File: config.mk
export PLATFORM = sky130hd
export DESIGN_NAME = port_r_gpio
export DESIGN_NICKNAME = d
export VERILOG_FILES = /design/src/port_r_pkg.sv /design/src/pin_sync_if.sv /design/src/pin_sync.sv /design/src/port_r_gpio.sv
export SDC_FILE = /design/constraint.sdc
export NUM_CORES = 1
export LEC_CHECK = 0
export ABC_AREA = 1
export BUFFER_PORTS_ARGS = -buffer_cell sky130_fd_sc_hd__clkbuf_2
export CAP_MARGIN = 20
export CORE_ASPECT_RATIO = 0.8
export CORE_MARGIN = 1.5
export CORE_UTILIZATION = 50
export CTS_CLUSTER_DIAMETER = 200
export DETAILED_ROUTE_END_ITERATION = 8
export PLACE_DENSITY_LB_ADDON = 0.1
export SLEW_MARGIN = 20
export SYNTH_ARGS = -nofsm -noshare
export SYNTH_HDL_FRONTEND = slang
export SYNTH_SLANG_ARGS = --single-unit
File: constraint.sdc
create_clock -name sys_clk_i -period 4.6 [get_ports sys_clk_i]
set_clock_uncertainty 0.2 [all_clocks]
set_input_delay 0.92 -clock sys_clk_i [delete_from_list [all_inputs] [get_ports sys_clk_i]]
set_output_delay 0.92 -clock sys_clk_i [all_outputs]
set_load 0.03 [all_outputs]
File: src/port_r_pkg.sv
// Purpose: shared constants and types for the port R pin steering block
// Assumes: eight-bit register bus, one word per offset
// Notes: offsets below are the block's own register map

package port_r_pkg;

    // ************************************************************
    // widths
    // ************************************************************
    localparam int DATA_W = 8;
    localparam int ADDR_W = 4;

    // ************************************************************
    // register offsets
    // ************************************************************
    localparam logic [ADDR_W-1:0] OFS_ANA_PULL = 4'h0;
    localparam logic [ADDR_W-1:0] OFS_RSVD = 4'h1;
    localparam logic [ADDR_W-1:0] OFS_DATA = 4'h2;
    localparam logic [ADDR_W-1:0] OFS_LEVELS = 4'h3;
    localparam logic [ADDR_W-1:0] OFS_DIR = 4'h4;

    // ************************************************************
    // reset and fixed read values
    // ************************************************************
    localparam logic [DATA_W-1:0] ANA_PULL_RST = 8'h00;
    localparam logic [DATA_W-1:0] DATA_RST = 8'h00;
    localparam logic [DATA_W-1:0] DIR_RST = 8'h00;
    localparam logic [DATA_W-1:0] RSVD_VALUE = 8'h00;
    localparam logic [DATA_W-1:0] SYNC_RST = 8'h00;

    // ************************************************************
    // pin positions of the alternative functions
    // ************************************************************
    localparam int BIT_CAN_RX = 0;
    localparam int BIT_CAN_TX = 1;
    localparam int BIT_T1_LO = 2;
    localparam int BIT_T1_HI = 3;
    localparam int BIT_SEG_LO = 4;
    localparam int BIT_SDA = 5;
    localparam int BIT_SCL = 6;
    localparam int BIT_SEG_HI = 7;

    // who owns a pin this cycle
    typedef enum logic [2:0] {
        OWN_GPIO,
        OWN_SEG,
        OWN_SERIAL,
        OWN_TIMER,
        OWN_CAN_TX,
        OWN_CAN_RX
    } owner_t;

endpackage

File: src/pin_sync_if.sv
// Purpose: carries raw pin levels into the synchroniser and clean levels back
// Assumes: both ends on sys_clk_i
// Notes: raw side is asynchronous to the clock
`timescale 1ns/1ps
`default_nettype none

interface pin_sync_if #(parameter int W = 8);
    logic [W-1:0] raw;
    logic [W-1:0] lvl;
    modport sync (input raw, output lvl);
    modport owner (output raw, input lvl);
endinterface

`default_nettype wire

File: src/pin_sync.sv
// Purpose: three-stage pin synchroniser with agreement filter
// Assumes: raw pins asynchronous to sys_clk_i
// Notes: clean level moves only when stages two and three agree
`timescale 1ns/1ps
`default_nettype none

module pin_sync #(
    parameter int W = 8
) (
    // clock and reset
    input wire logic sys_clk_i,
    input wire logic rst_i,
    // pins in, clean levels out
    pin_sync_if.sync bus
);
    import port_r_pkg::*;

    generate
        if (W < 1) begin : g_bad_width
            $error("pin_sync width must be at least one");
        end
    endgenerate

    typedef struct packed {
        logic [W-1:0] s1;
        logic [W-1:0] s2;
        logic [W-1:0] s3;
        logic [W-1:0] lvl;
    } sync_state_t;

    sync_state_t cur_ff;
    sync_state_t nxt_state;

    // ************************************************************
    // next state
    // ************************************************************
    always_comb begin
        nxt_state = cur_ff;
        nxt_state.s1 = bus.raw;
        nxt_state.s2 = cur_ff.s1;
        nxt_state.s3 = cur_ff.s2;
        // staged sync filter
        // s1 is never looked at here, only copied on
        for (int b = 0; b < W; b++) begin
            if (cur_ff.s2[b] == cur_ff.s3[b]) begin
                nxt_state.lvl[b] = cur_ff.s3[b];
            end
        end
    end

    always_ff @(posedge sys_clk_i or posedge rst_i) begin
        if (rst_i) begin
            cur_ff <= '0;
        end else begin
            cur_ff <= nxt_state;
        end
    end

    assign bus.lvl = cur_ff.lvl;

endmodule

`default_nettype wire

File: src/port_r_gpio.sv
// Purpose: port R data, direction and pin level registers, pin owner priority,
//          and the analog-shared port pull enables
// Assumes: peripheral enables and outputs come from logic on sys_clk_i
// Notes: pin drive and pull outputs are registered, one cycle behind inputs
//
// Behaviour
// - each analog pull bit written 1 enables, 0 disables its pull device
// - analog pin used as output keeps its pull device off
// - analog pull direction follows the separate polarity select input
// - analog pull register is readable and writable at any time
// - reserved slots read 0x00 and drop all writes
// - unowned output pin drives the stored data bit
// - data read gives stored bit when direction is 1, else pin level
// - enabled segment drive owns bits 7 and 4
// - on bits 6 and 5 segment beats serial, serial beats general use
// - enabled second timer compare owns bits 3 and 2
// - routed and enabled CAN transmit owns bit 1 above first timer
// - routed and enabled CAN receive owns bit 0 above first timer
// - without CAN, first timer compare owns bits 1 and 0
// - pin level register always shows buffered pin levels
// - pin level read lets software spot shorted or overloaded outputs
// - writes to the pin level register are ignored
// - direction bit 1 means output, 0 means input
// - reads settle within a few cycles after a direction change
`timescale 1ns/1ps
`default_nettype none

module port_r_gpio (
    // clock and reset
    input wire logic sys_clk_i,
    input wire logic rst_i,
    // register port
    input wire logic [port_r_pkg::ADDR_W-1:0] addr_i,
    input wire logic [port_r_pkg::DATA_W-1:0] wdata_i,
    input wire logic wr_i,
    input wire logic rd_i,
    output logic [port_r_pkg::DATA_W-1:0] rdata_o,
    // port R pins
    input wire logic [port_r_pkg::DATA_W-1:0] pin_i,
    output logic [port_r_pkg::DATA_W-1:0] pin_o,
    output logic [port_r_pkg::DATA_W-1:0] pin_oe_o,
    output logic [port_r_pkg::DATA_W-1:0] pin_level_o,
    // segment driver, bits 7 6 5 4 in index 3 2 1 0
    input wire logic [3:0] seg_en_i,
    input wire logic [3:0] seg_val_i,
    // two-wire serial unit, open drain, high pulls the line low
    input wire logic serial_en_i,
    input wire logic scl_low_i,
    input wire logic sda_low_i,
    // second timer compare, bits 3 and 2
    input wire logic [1:0] t2_oc_en_i,
    input wire logic [1:0] t2_oc_val_i,
    // first timer compare, bits 1 and 0
    input wire logic [1:0] t1_oc_en_i,
    input wire logic [1:0] t1_oc_val_i,
    // controller area node, routed and enabled already folded in
    input wire logic can_tx_en_i,
    input wire logic can_tx_i,
    input wire logic can_rx_en_i,
    // analog-shared port, direction and polarity owned elsewhere
    input wire logic [port_r_pkg::DATA_W-1:0] ana_dir_i,
    input wire logic [port_r_pkg::DATA_W-1:0] ana_pol_i,
    output logic [port_r_pkg::DATA_W-1:0] ana_pull_en_o,
    output logic [port_r_pkg::DATA_W-1:0] ana_pull_up_o
);
    import port_r_pkg::*;

    // ************************************************************
    // elaboration checks
    // ************************************************************
    // owner map and segment indexing assume eight pins
    generate
        if (DATA_W != 8) begin : g_bad_data_w
            $error("port_r_gpio needs exactly eight pins");
        end
        // five offsets in use, so three address bits at least
        if (ADDR_W < 3) begin : g_bad_addr_w
            $error("port_r_gpio needs at least three address bits");
        end
    endgenerate

    // ************************************************************
    // state
    // ************************************************************
    typedef struct packed {
        logic [DATA_W-1:0] data;
        logic [DATA_W-1:0] dir;
        logic [DATA_W-1:0] ana_pull;
        logic [DATA_W-1:0] pin_out;
        logic [DATA_W-1:0] pin_oe;
        logic [DATA_W-1:0] ana_pull_en;
        logic [DATA_W-1:0] ana_pull_up;
        logic [DATA_W-1:0] rdata;
    } state_t;

    state_t cur_ff;
    state_t nxt_state;
    logic [DATA_W-1:0] lvl;

    // ************************************************************
    // pin synchroniser
    // ************************************************************
    pin_sync_if #(.W(DATA_W)) sync_bus ();

    assign sync_bus.raw = pin_i;
    assign lvl = sync_bus.lvl;

    pin_sync #(
        .W(DATA_W)
    ) u_sync (
        .sys_clk_i(sys_clk_i),
        .rst_i(rst_i),
        .bus(sync_bus)
    );

    // ************************************************************
    // owner priority per pin
    // ************************************************************
    function automatic owner_t pick_owner(input int b);
        owner_t own;
        own = OWN_GPIO;
        case (b)
            BIT_SEG_HI: begin
                if (seg_en_i[3]) begin
                    own = OWN_SEG;
                end
            end
            BIT_SCL: begin
                if (seg_en_i[2]) begin
                    own = OWN_SEG;
                end else if (serial_en_i) begin
                    own = OWN_SERIAL;
                end
            end
            BIT_SDA: begin
                if (seg_en_i[1]) begin
                    own = OWN_SEG;
                end else if (serial_en_i) begin
                    own = OWN_SERIAL;
                end
            end
            BIT_SEG_LO: begin
                if (seg_en_i[0]) begin
                    own = OWN_SEG;
                end
            end
            BIT_T1_HI: begin
                if (t2_oc_en_i[1]) begin
                    own = OWN_TIMER;
                end
            end
            BIT_T1_LO: begin
                if (t2_oc_en_i[0]) begin
                    own = OWN_TIMER;
                end
            end
            BIT_CAN_TX: begin
                if (can_tx_en_i) begin
                    own = OWN_CAN_TX;
                end else if (t1_oc_en_i[1]) begin
                    own = OWN_TIMER;
                end
            end
            default: begin
                if (can_rx_en_i) begin
                    own = OWN_CAN_RX;
                end else if (t1_oc_en_i[0]) begin
                    own = OWN_TIMER;
                end
            end
        endcase
        return own;
    endfunction

    // compare value for whichever timer owns the pin
    function automatic logic timer_val(input int b);
        logic v;
        v = 1'b0;
        case (b)
            BIT_T1_HI: begin
                v = t2_oc_val_i[1];
            end
            BIT_T1_LO: begin
                v = t2_oc_val_i[0];
            end
            BIT_CAN_TX: begin
                v = t1_oc_val_i[1];
            end
            BIT_CAN_RX: begin
                v = t1_oc_val_i[0];
            end
            default: begin
                v = 1'b0;
            end
        endcase
        return v;
    endfunction

    // segment value for bits 7 to 4, index shifted down by four
    function automatic logic seg_val(input int b);
        logic v;
        v = 1'b0;
        if (b >= BIT_SEG_LO) begin
            v = seg_val_i[b - BIT_SEG_LO];
        end
        return v;
    endfunction

    // ************************************************************
    // next state
    // ************************************************************
    always_comb begin
        owner_t own;
        own = OWN_GPIO;
        nxt_state = cur_ff;
        // read data stands for one cycle only
        nxt_state.rdata = '0;

        if (wr_i) begin
            if (addr_i == OFS_ANA_PULL) begin
                nxt_state.ana_pull = wdata_i;
            end else if (addr_i == OFS_DATA) begin
                nxt_state.data = wdata_i;
            end else if (addr_i == OFS_DIR) begin
                nxt_state.dir = wdata_i;
            end
        end

        if (rd_i) begin
            if (addr_i == OFS_ANA_PULL) begin
                nxt_state.rdata = cur_ff.ana_pull;
            end else if (addr_i == OFS_DATA) begin
                nxt_state.rdata = (cur_ff.dir & cur_ff.data) | (~cur_ff.dir & lvl);
            end else if (addr_i == OFS_LEVELS) begin
                // synchronised levels whatever owns the pin
                // lets software compare drive and level
                nxt_state.rdata = lvl;
            end else if (addr_i == OFS_DIR) begin
                nxt_state.rdata = cur_ff.dir;
            end else if (addr_i == OFS_RSVD) begin
                nxt_state.rdata = RSVD_VALUE;
            end else begin
                nxt_state.rdata = RSVD_VALUE;
            end
        end

        for (int b = 0; b < DATA_W; b++) begin
            own = pick_owner(b);
            case (own)
                OWN_SEG: begin
                    nxt_state.pin_out[b] = seg_val(b);
                    nxt_state.pin_oe[b] = 1'b1;
                end
                OWN_SERIAL: begin
                    // open drain: only ever drives low
                    nxt_state.pin_out[b] = 1'b0;
                    nxt_state.pin_oe[b] = (b == BIT_SCL) ? scl_low_i : sda_low_i;
                end
                OWN_TIMER: begin
                    nxt_state.pin_out[b] = timer_val(b);
                    nxt_state.pin_oe[b] = 1'b1;
                end
                OWN_CAN_TX: begin
                    nxt_state.pin_out[b] = can_tx_i;
                    nxt_state.pin_oe[b] = 1'b1;
                end
                OWN_CAN_RX: begin
                    // receiver listens, driver released
                    nxt_state.pin_out[b] = 1'b0;
                    nxt_state.pin_oe[b] = 1'b0;
                end
                default: begin
                    // capture pins rely on software keeping input here
                    nxt_state.pin_out[b] = cur_ff.data[b];
                    nxt_state.pin_oe[b] = cur_ff.dir[b];
                end
            endcase
        end

        nxt_state.ana_pull_en = cur_ff.ana_pull & ~ana_dir_i;
        nxt_state.ana_pull_up = ana_pol_i;
    end

    // ************************************************************
    // registers
    // ************************************************************
    // pins released and pulls off while reset is held
    always_ff @(posedge sys_clk_i or posedge rst_i) begin
        if (rst_i) begin
            cur_ff.data <= DATA_RST;
            cur_ff.dir <= DIR_RST;
            cur_ff.ana_pull <= ANA_PULL_RST;
            cur_ff.pin_out <= '0;
            cur_ff.pin_oe <= '0;
            cur_ff.ana_pull_en <= '0;
            cur_ff.ana_pull_up <= '0;
            cur_ff.rdata <= '0;
        end else begin
            cur_ff <= nxt_state;
        end
    end

    // ************************************************************
    // outputs
    // ************************************************************
    // level path delay bounds read settling
    // limitation: a pin change needs four edges to reach the level
    // register, more than two, because every pin input passes the
    // three-stage agreement filter
    assign pin_level_o = lvl;
    assign rdata_o = cur_ff.rdata;
    assign pin_o = cur_ff.pin_out;
    assign pin_oe_o = cur_ff.pin_oe;
    assign ana_pull_en_o = cur_ff.ana_pull_en;
    assign ana_pull_up_o = cur_ff.ana_pull_up;

endmodule

`default_nettype wire

==> flow_summary_export.csv, run 1 <==
group,metric,value,unit
detailed_routing,ant_nets,0,
setup_path,slowest_stage,"and3_1",
worst_hold_path,hold_depth,0,
clocking,htreeDepth,3,
setup_path,timing.rr.start,"cur_ff[48]",
setup_path,critPathArrivalTime,2.44,ns
placed_design,dp_hpwl,4960,um
floorplanning,io_pins,110,
clocking,post_cts_resized,0,
power,finalPower,1.89,mW
grt,overflow,0,
logic_synthesis,synth_top_area_share,61.7,%
power,power.density,431,nW/um2
grt,grt_pass1_vias,2290,
setup_path,reg2reg_depth,7,
worst_hold_path,hold_path_end,"u_sync.cur_ff[19]",
floorplanning,die_w,102,um
detailed_routing,first_pass_iters,6,
layout,syn2layout_area_growth,12.7,%
setup_path,slowest_delay,0.60,ns
clocking,clock_sinks,96,
clocking,post-cts-setup-buffer-count,0,
floorplanning,dieArea,8320,um2
floorplanning,die_h,81.9,um
setup_path,crit_chain,"clkbuf_2, nor2_1, and3_1, nand2_1, o21ai_1",
logic_synthesis,synth_cell_types,24,
grt,grt_pass1_wl,11100,um
logic_synthesis,syn_nets,439,
detailed_routing,drc,0,
sta,hold-worst-slack,0.154,ns
sta,rsz0062_at_grt,"no",
sta,finalSetupViolations,0,
detailed_routing,drtIter0Drc,128,
run_status,outcome,"completed",
setup_path,path_buf_inv,1,
setup_path,rr_endpoint,"rdata_o[0]",
floorplanning,core,7460,um2
sta,fmax,421,MHz
grt,antenna_found_initial,0,
setup_path,crit_required,4.67,ns
worst_hold_path,min_from,"u_sync.cur_ff[27]",
setup_path,worstSetupEndpointType,"flip-flop",
detailed_routing,wl,6750,um
floorplanning,start_util,52.1,%
layout,final_cell_mix,"clkbuf_2 (109), dfrtp_1 (96), nand2_1 (82)",
clocking,cts_made_buffers,9,
layout,diodes,0,
logic_synthesis,yosysWarnings,0,
layout,final_layout_size_suffix_gt1_share,32.5,%
power,ir_worst_vdd,0.241,mV
logic_synthesis,synthTopCellsByArea,"dfrtp_1 (62%), buf_4 (9.8%), nand2_1 (7.9%)",
clocking,cts.clk_slew.worst_paths,0.09,ns
setup_path,crit_family,"simple AND/OR/NAND/NOR gates",
setup_path,crit_path_max_fanout,16,
worst_hold_path,worstHoldPathType,"reg2reg",
sta,post-route-period-util,51.6,%
sta,hold_viol_final,0,
sta,timing.slew.headroom,41.6,%
setup_path,rrSetupSlack,3.35,ns
sta,tightest_slew,0.875,ns
sta,drv_slew,0,
clocking,cts_hold_buf,0,
power,p_leak,2.31,nW
clocking,cts-root-buf,"clkbuf_8",
setup_path,cp-start-kind,"input port",
clocking,cts_tree,"yes",
logic_synthesis,syn_area_per_cell,10.3,um2
logic_synthesis,ys_ff_latch,96,
placed_design,gp_congestion,0.846,
placed_design,port_buffers,109,
layout,final_common_cell,"clkbuf_2",
logic_synthesis,syn_area,3890,um2
grt,grt_max_degree,73,
logic_synthesis,yosysSeqAreaShare,61.7,%
setup_path,critPathKind,"in2reg",
grt,gr-usage-all-layers,17.9,%
logic_synthesis,synth_top_cell_by_area,"dfrtp_1",
layout,nets,506,
clocking,clk_latency,0.35,ns
detailed_routing,wl_per_cell,12.2,um
clocking,cts_max_path_buffers,2,
detailed_routing,vias,2502,
logic_synthesis,syn_inst,377,
sta,tns,0,ns
floorplanning,num_rows,28,
layout,n_fill_cell,677,
detailed_routing,vias_per_cell,4.52,
job,maxCapViolations,0,
sta,finalCriticalPeriod,2.37,ns
## Yosys cell counts, drive strengths merged
cell and n:
a21oi 7, inv 37, nor2 26, maj3 8, o21ai 38, dfrtp 96, nand4 4, a22o 2
nand3 14, nand2 84, nor3 1, or2 4, nand3b 1, buf 54, and3 1
## per-layer routing
metal	GRT usage (%)	vias up	wire length [um]
met5	0	-	0
met1	24.8	1136	3100
met4	3.75	0	59
met3	7.49	5	595
li1	-	1274	-
met2	26.5	87	3000
## layout make-up
cell class | instances | area [um2] | area share, %
Inverter | 37 | 141 | 3.22
Clock buffer | 10 | 128 | 2.91
Clock inverter | 6 | 91.3 | 2.08
Sequential cell | 96 | 2400 | 54.8
Multi-Input combinational cell | 190 | 940 | 21.4
Tap cell | 105 | 131 | 2.99
Timing Repair Buffer | 110 | 553 | 12.6
## stage by stage
step | area [um2] | setup slack, ns | utilization [%] | std cells
floorplan | 3890 | 0.975 | - | 377
global route | 4390 | 2.06 | 58.8 | 554
detailed placement | 4170 | 1.90 | 55.9 | 538
CTS | 4390 | 2.22 | 58.8 | 554
finish | 4390 | 2.23 | 58.8 | 554
global placement | 4170 | 1.95 | 55.9 | 538
## report_power, final
group | switching (mW) | leakage [nW] | internal (mW)
registers | 0.0566 | 1.17 | 0.936
clock network | 0.280 | 0.111 | 0.310
logic | 0.203 | 1.03 | 0.103
total | 0.540 | 2.31 | 1.35
## logic make-up (layout without fill, tap and decap cells)
family	after synthesis	in the layout	synth area share, %
simple gates	135	135	15.1
flops	96	96	61.7
compound gates	47	47	7.01
fa+ha+maj	8	8	2.06
buf+inv	91	163	14.1
## state kept, by name, indices dropped and copies added, names as in the netlist
signal / count
rdata_o: 8
ana_pull_en_o: 8
pin_oe_o: 8
u_sync.cur_ff: 24
ana_pull_up_o: 8
u_sync.bus.lvl: 8
cur_ff: 24
pin_o: 8
## worst max path at each step
stage / from / end / cells past startpoint
floorplan: rst_i / ana_pull_en_o[0] / 1
global placement: addr_i[0] / cur_ff[49] / 5
detailed placement: addr_i[1] / cur_ff[48] / 5
CTS: addr_i[1] / cur_ff[48] / 5
global route: addr_i[1] / cur_ff[53] / 5
finish: addr_i[0] / cur_ff[48] / 5
## worst register-to-register path: stages, from the launching register on
cell,delay (ns)
dfrtp_1,0.38
inv_1,0.09
nand2_1,0.06
nand2_1,0.06
nand2_1,0.06
nand2_1,0.04
nor2_1,0.19
nor2_1,0.06
No activity file was read; power rests on OpenSTA's default activity.
==> inputs of run 2 (changes only) <==
- ABC_AREA: 1 -> 0
- CORE_UTILIZATION: 50 -> 46
- clock period: 4.6 -> 1.95 ns (I/O delays scaled with it)
==> run 2 against run 1 <==
Net effect: critical path depth down 4; area after synthesis down 2.3%; count of clock-buffer cells in the layout unchanged; critical endpoint is now pin_level_o[5]; largest power group unchanged.
==> flow_summary_export.csv, run 2 <==
group,metric,value,unit
sta,drv_slew,0,
detailed_routing,ant_nets,0,
clocking,post_cts_resized,0,
setup_path,path_buf_inv,1,
run_status,outcome,"completed",
layout,nets,438,
power,power.density,954,nW/um2
layout,biggestRegsByFlops,"cur_ff x24, u_sync.cur_ff x24",
detailed_routing,first_pass_iters,4,
logic_synthesis,syn_inst,276,
logic_synthesis,postSynth.asyncResetShare,100,%
setup_path,slowest_delay,0.45,ns
setup_path,crit_family,"flip-flops",
grt,grt_pass1_wl,11600,um
floorplanning,die_h,84.3,um
detailed_routing,drc,0,
clocking,clk_latency,0.35,ns
setup_path,slowest_stage,"dfrtp_1",
clocking,cts.clk_slew.worst_paths,0.09,ns
sta,post-route-period-util,83.2,%
logic_synthesis,post-synth-top-count-cell,"dfrtp_1",
logic_synthesis,synth_top_flop_cell,"dfrtp_1",
setup_path,cp-start-kind,"flip-flop",
logic_synthesis,synth_top_cell_by_area,"dfrtp_1",
logic_synthesis,synth_common_cells,"dfrtp_1 (96), buf_4 (49), mux2_2 (32)",
layout,regArea,2400,um2
floorplanning,io_pins,110,
layout,diodes,0,
floorplanning,die_w,105,um
placed_design,port_buffers,109,
clocking,htreeDepth,3,
clocking,cts_max_path_buffers,2,
floorplanning,dieArea,8820,um2
placed_design,gp_congestion,0.799,
logic_synthesis,ys_ff_latch,96,
layout,multi_input_area,1010,um2
clocking,post-cts-setup-buffer-count,0,
detailed_routing,vias,2287,
sta,timing.slew.headroom,66.8,%
setup_path,crit_chain,"clkbuf_2",
clocking,cts_made_buffers,9,
logic_synthesis,synth_top_area_share,63.2,%
clocking,clock_sinks,96,
sta,rsz0062_at_grt,"no",
sta,finalSetupViolations,0,
power,ir_worst_vdd,0.446,mV
logic_synthesis,synthTopCellsByArea,"dfrtp_1 (63%), buf_4 (9.7%), mux2_2 (9.5%)",
sta,hold_viol_final,0,
setup_path,crit_path_max_fanout,4,
detailed_routing,wl_per_cell,14.4,um
setup_path,critPathKind,"reg2out",
sta,finalCriticalPeriod,1.62,ns
detailed_routing,drtIter0Drc,96,
floorplanning,core,7980,um2
clocking,cts_tree,"yes",
grt,grt_max_degree,97,
setup_path,critPathArrivalTime,1.03,ns
floorplanning,start_util,47.6,%
job,maxCapViolations,0,
setup_path,worstSetupEndpointType,"output port",
logic_synthesis,syn_area,3800,um2
sta,tightest_slew,0.498,ns
logic_synthesis,synth_cell_types,32,
power,p_leak,2.22,nW
layout,final_layout_size_suffix_gt1_share,45.1,%
detailed_routing,wl,7050,um
logic_synthesis,yosysWarnings,0,
grt,antenna_found_initial,0,
logic_synthesis,syn_area_per_cell,13.8,um2
floorplanning,num_rows,29,
logic_synthesis,synth_edf_count,0,
layout,final_common_cell,"clkbuf_2",
grt,grt_pass1_vias,2260,
sta,fmax,616,MHz
layout,final_cell_mix,"clkbuf_2 (109), dfrtp_1 (96), mux2_2 (32)",
grt,overflow,0,
grt,gr-usage-all-layers,17.2,%
sta,tns,0,ns
placed_design,dp_hpwl,4790,um
sta,hold-worst-slack,0.0437,ns
clocking,cts-root-buf,"clkbuf_8",
worst_hold_path,worstHoldPathType,"in2reg",
logic_synthesis,yosysSeqAreaShare,63.2,%
layout,syn2layout_area_growth,21.0,%
layout,n_fill_cell,691,
setup_path,crit_required,1.36,ns
detailed_routing,vias_per_cell,4.68,
logic_synthesis,syn_nets,338,
## run 2: cell count changes after synthesis, sizes merged, moves of 6 or more
cell | previous run | this run
nand2 | 84 | 10
mux2i | 0 | 6
inv | 37 | 2
nor2b | 0 | 12
nor2 | 26 | 7
nand3 | 14 | 2
o21ai | 38 | 13
mux2 | 0 | 32
## run 2: path summary, 6_finish.rpt
kind / start / to / slack [ns] / cells past startpoint
setup / recovery: u_sync.bus.lvl[5] / pin_level_o[5] / 0.33 / 1
hold / removal: seg_en_i[0] / pin_oe_o[4] / 0.04 / 2
setup reg to reg: cur_ff[55] / rdata_o[7] / 0.66 / 3
hold reg to reg: u_sync.cur_ff[25] / u_sync.cur_ff[17] / 0.15 / 0
max in group asynchronous: rst_i / rdata_o[7] / 0.65 / 4
min in group asynchronous: rst_i / ana_pull_up_o[0] / 0.50 / 4
## run 2: area by class of cell
cell class,count,share of cell area (%)
Clock inverter,6,1.31
Sequential cell,96,52.2
Timing Repair Buffer,140,18.6
Clock buffer,10,2.77
Inverter,2,0.245
Tap cell,108,2.94
Multi-Input combinational cell,127,21.9
## run 2: cells by family after synthesis
group,synth area share (%)
AO/OA/AOI/OAI,5.66
adder cells (fa/ha/maj),2.11
buffers and inverters,10.3
flip-flops,63.2
multiplexers,11.1
AND/OR/NAND/NOR,7.67
## run 2: per-stage QoR
stage               std cells  area (um2)  utilization, %  worst slack [ns]  total power, mW
floorplan                 276        3800               -             0.226             3.01
global placement          447        4150            52.0             0.123             3.14
detailed placement        447        4150            52.0             0.112             3.16
CTS                       489        4600            57.6             0.301             4.45
global route              489        4600            57.6             0.258             4.61
finish                    489        4600            57.6             0.327             4.39
## run 2: per-layer routing
layer	routed length [um]	vias up	global-route usage, %
met5	0	-	0
met4	99	0	6.60
met3	427	6	5.28
met2	3080	79	25.5
met1	3450	1093	23.8
li1	-	1109	-
## run 2: repair_timing
item / CTS / global route
endpoints found under the setup margin: 0 / 0
hold buffers: 26 / 0
hold endpoints to repair: 122 / 0
## run 2: power breakdown
part           leakage (nW)  switching, mW  total [mW]  internal [mW]
clock                0.0920          0.649        1.24          0.587
combinational         0.970          0.403       0.755          0.352
sequential             1.16          0.177        2.40           2.22
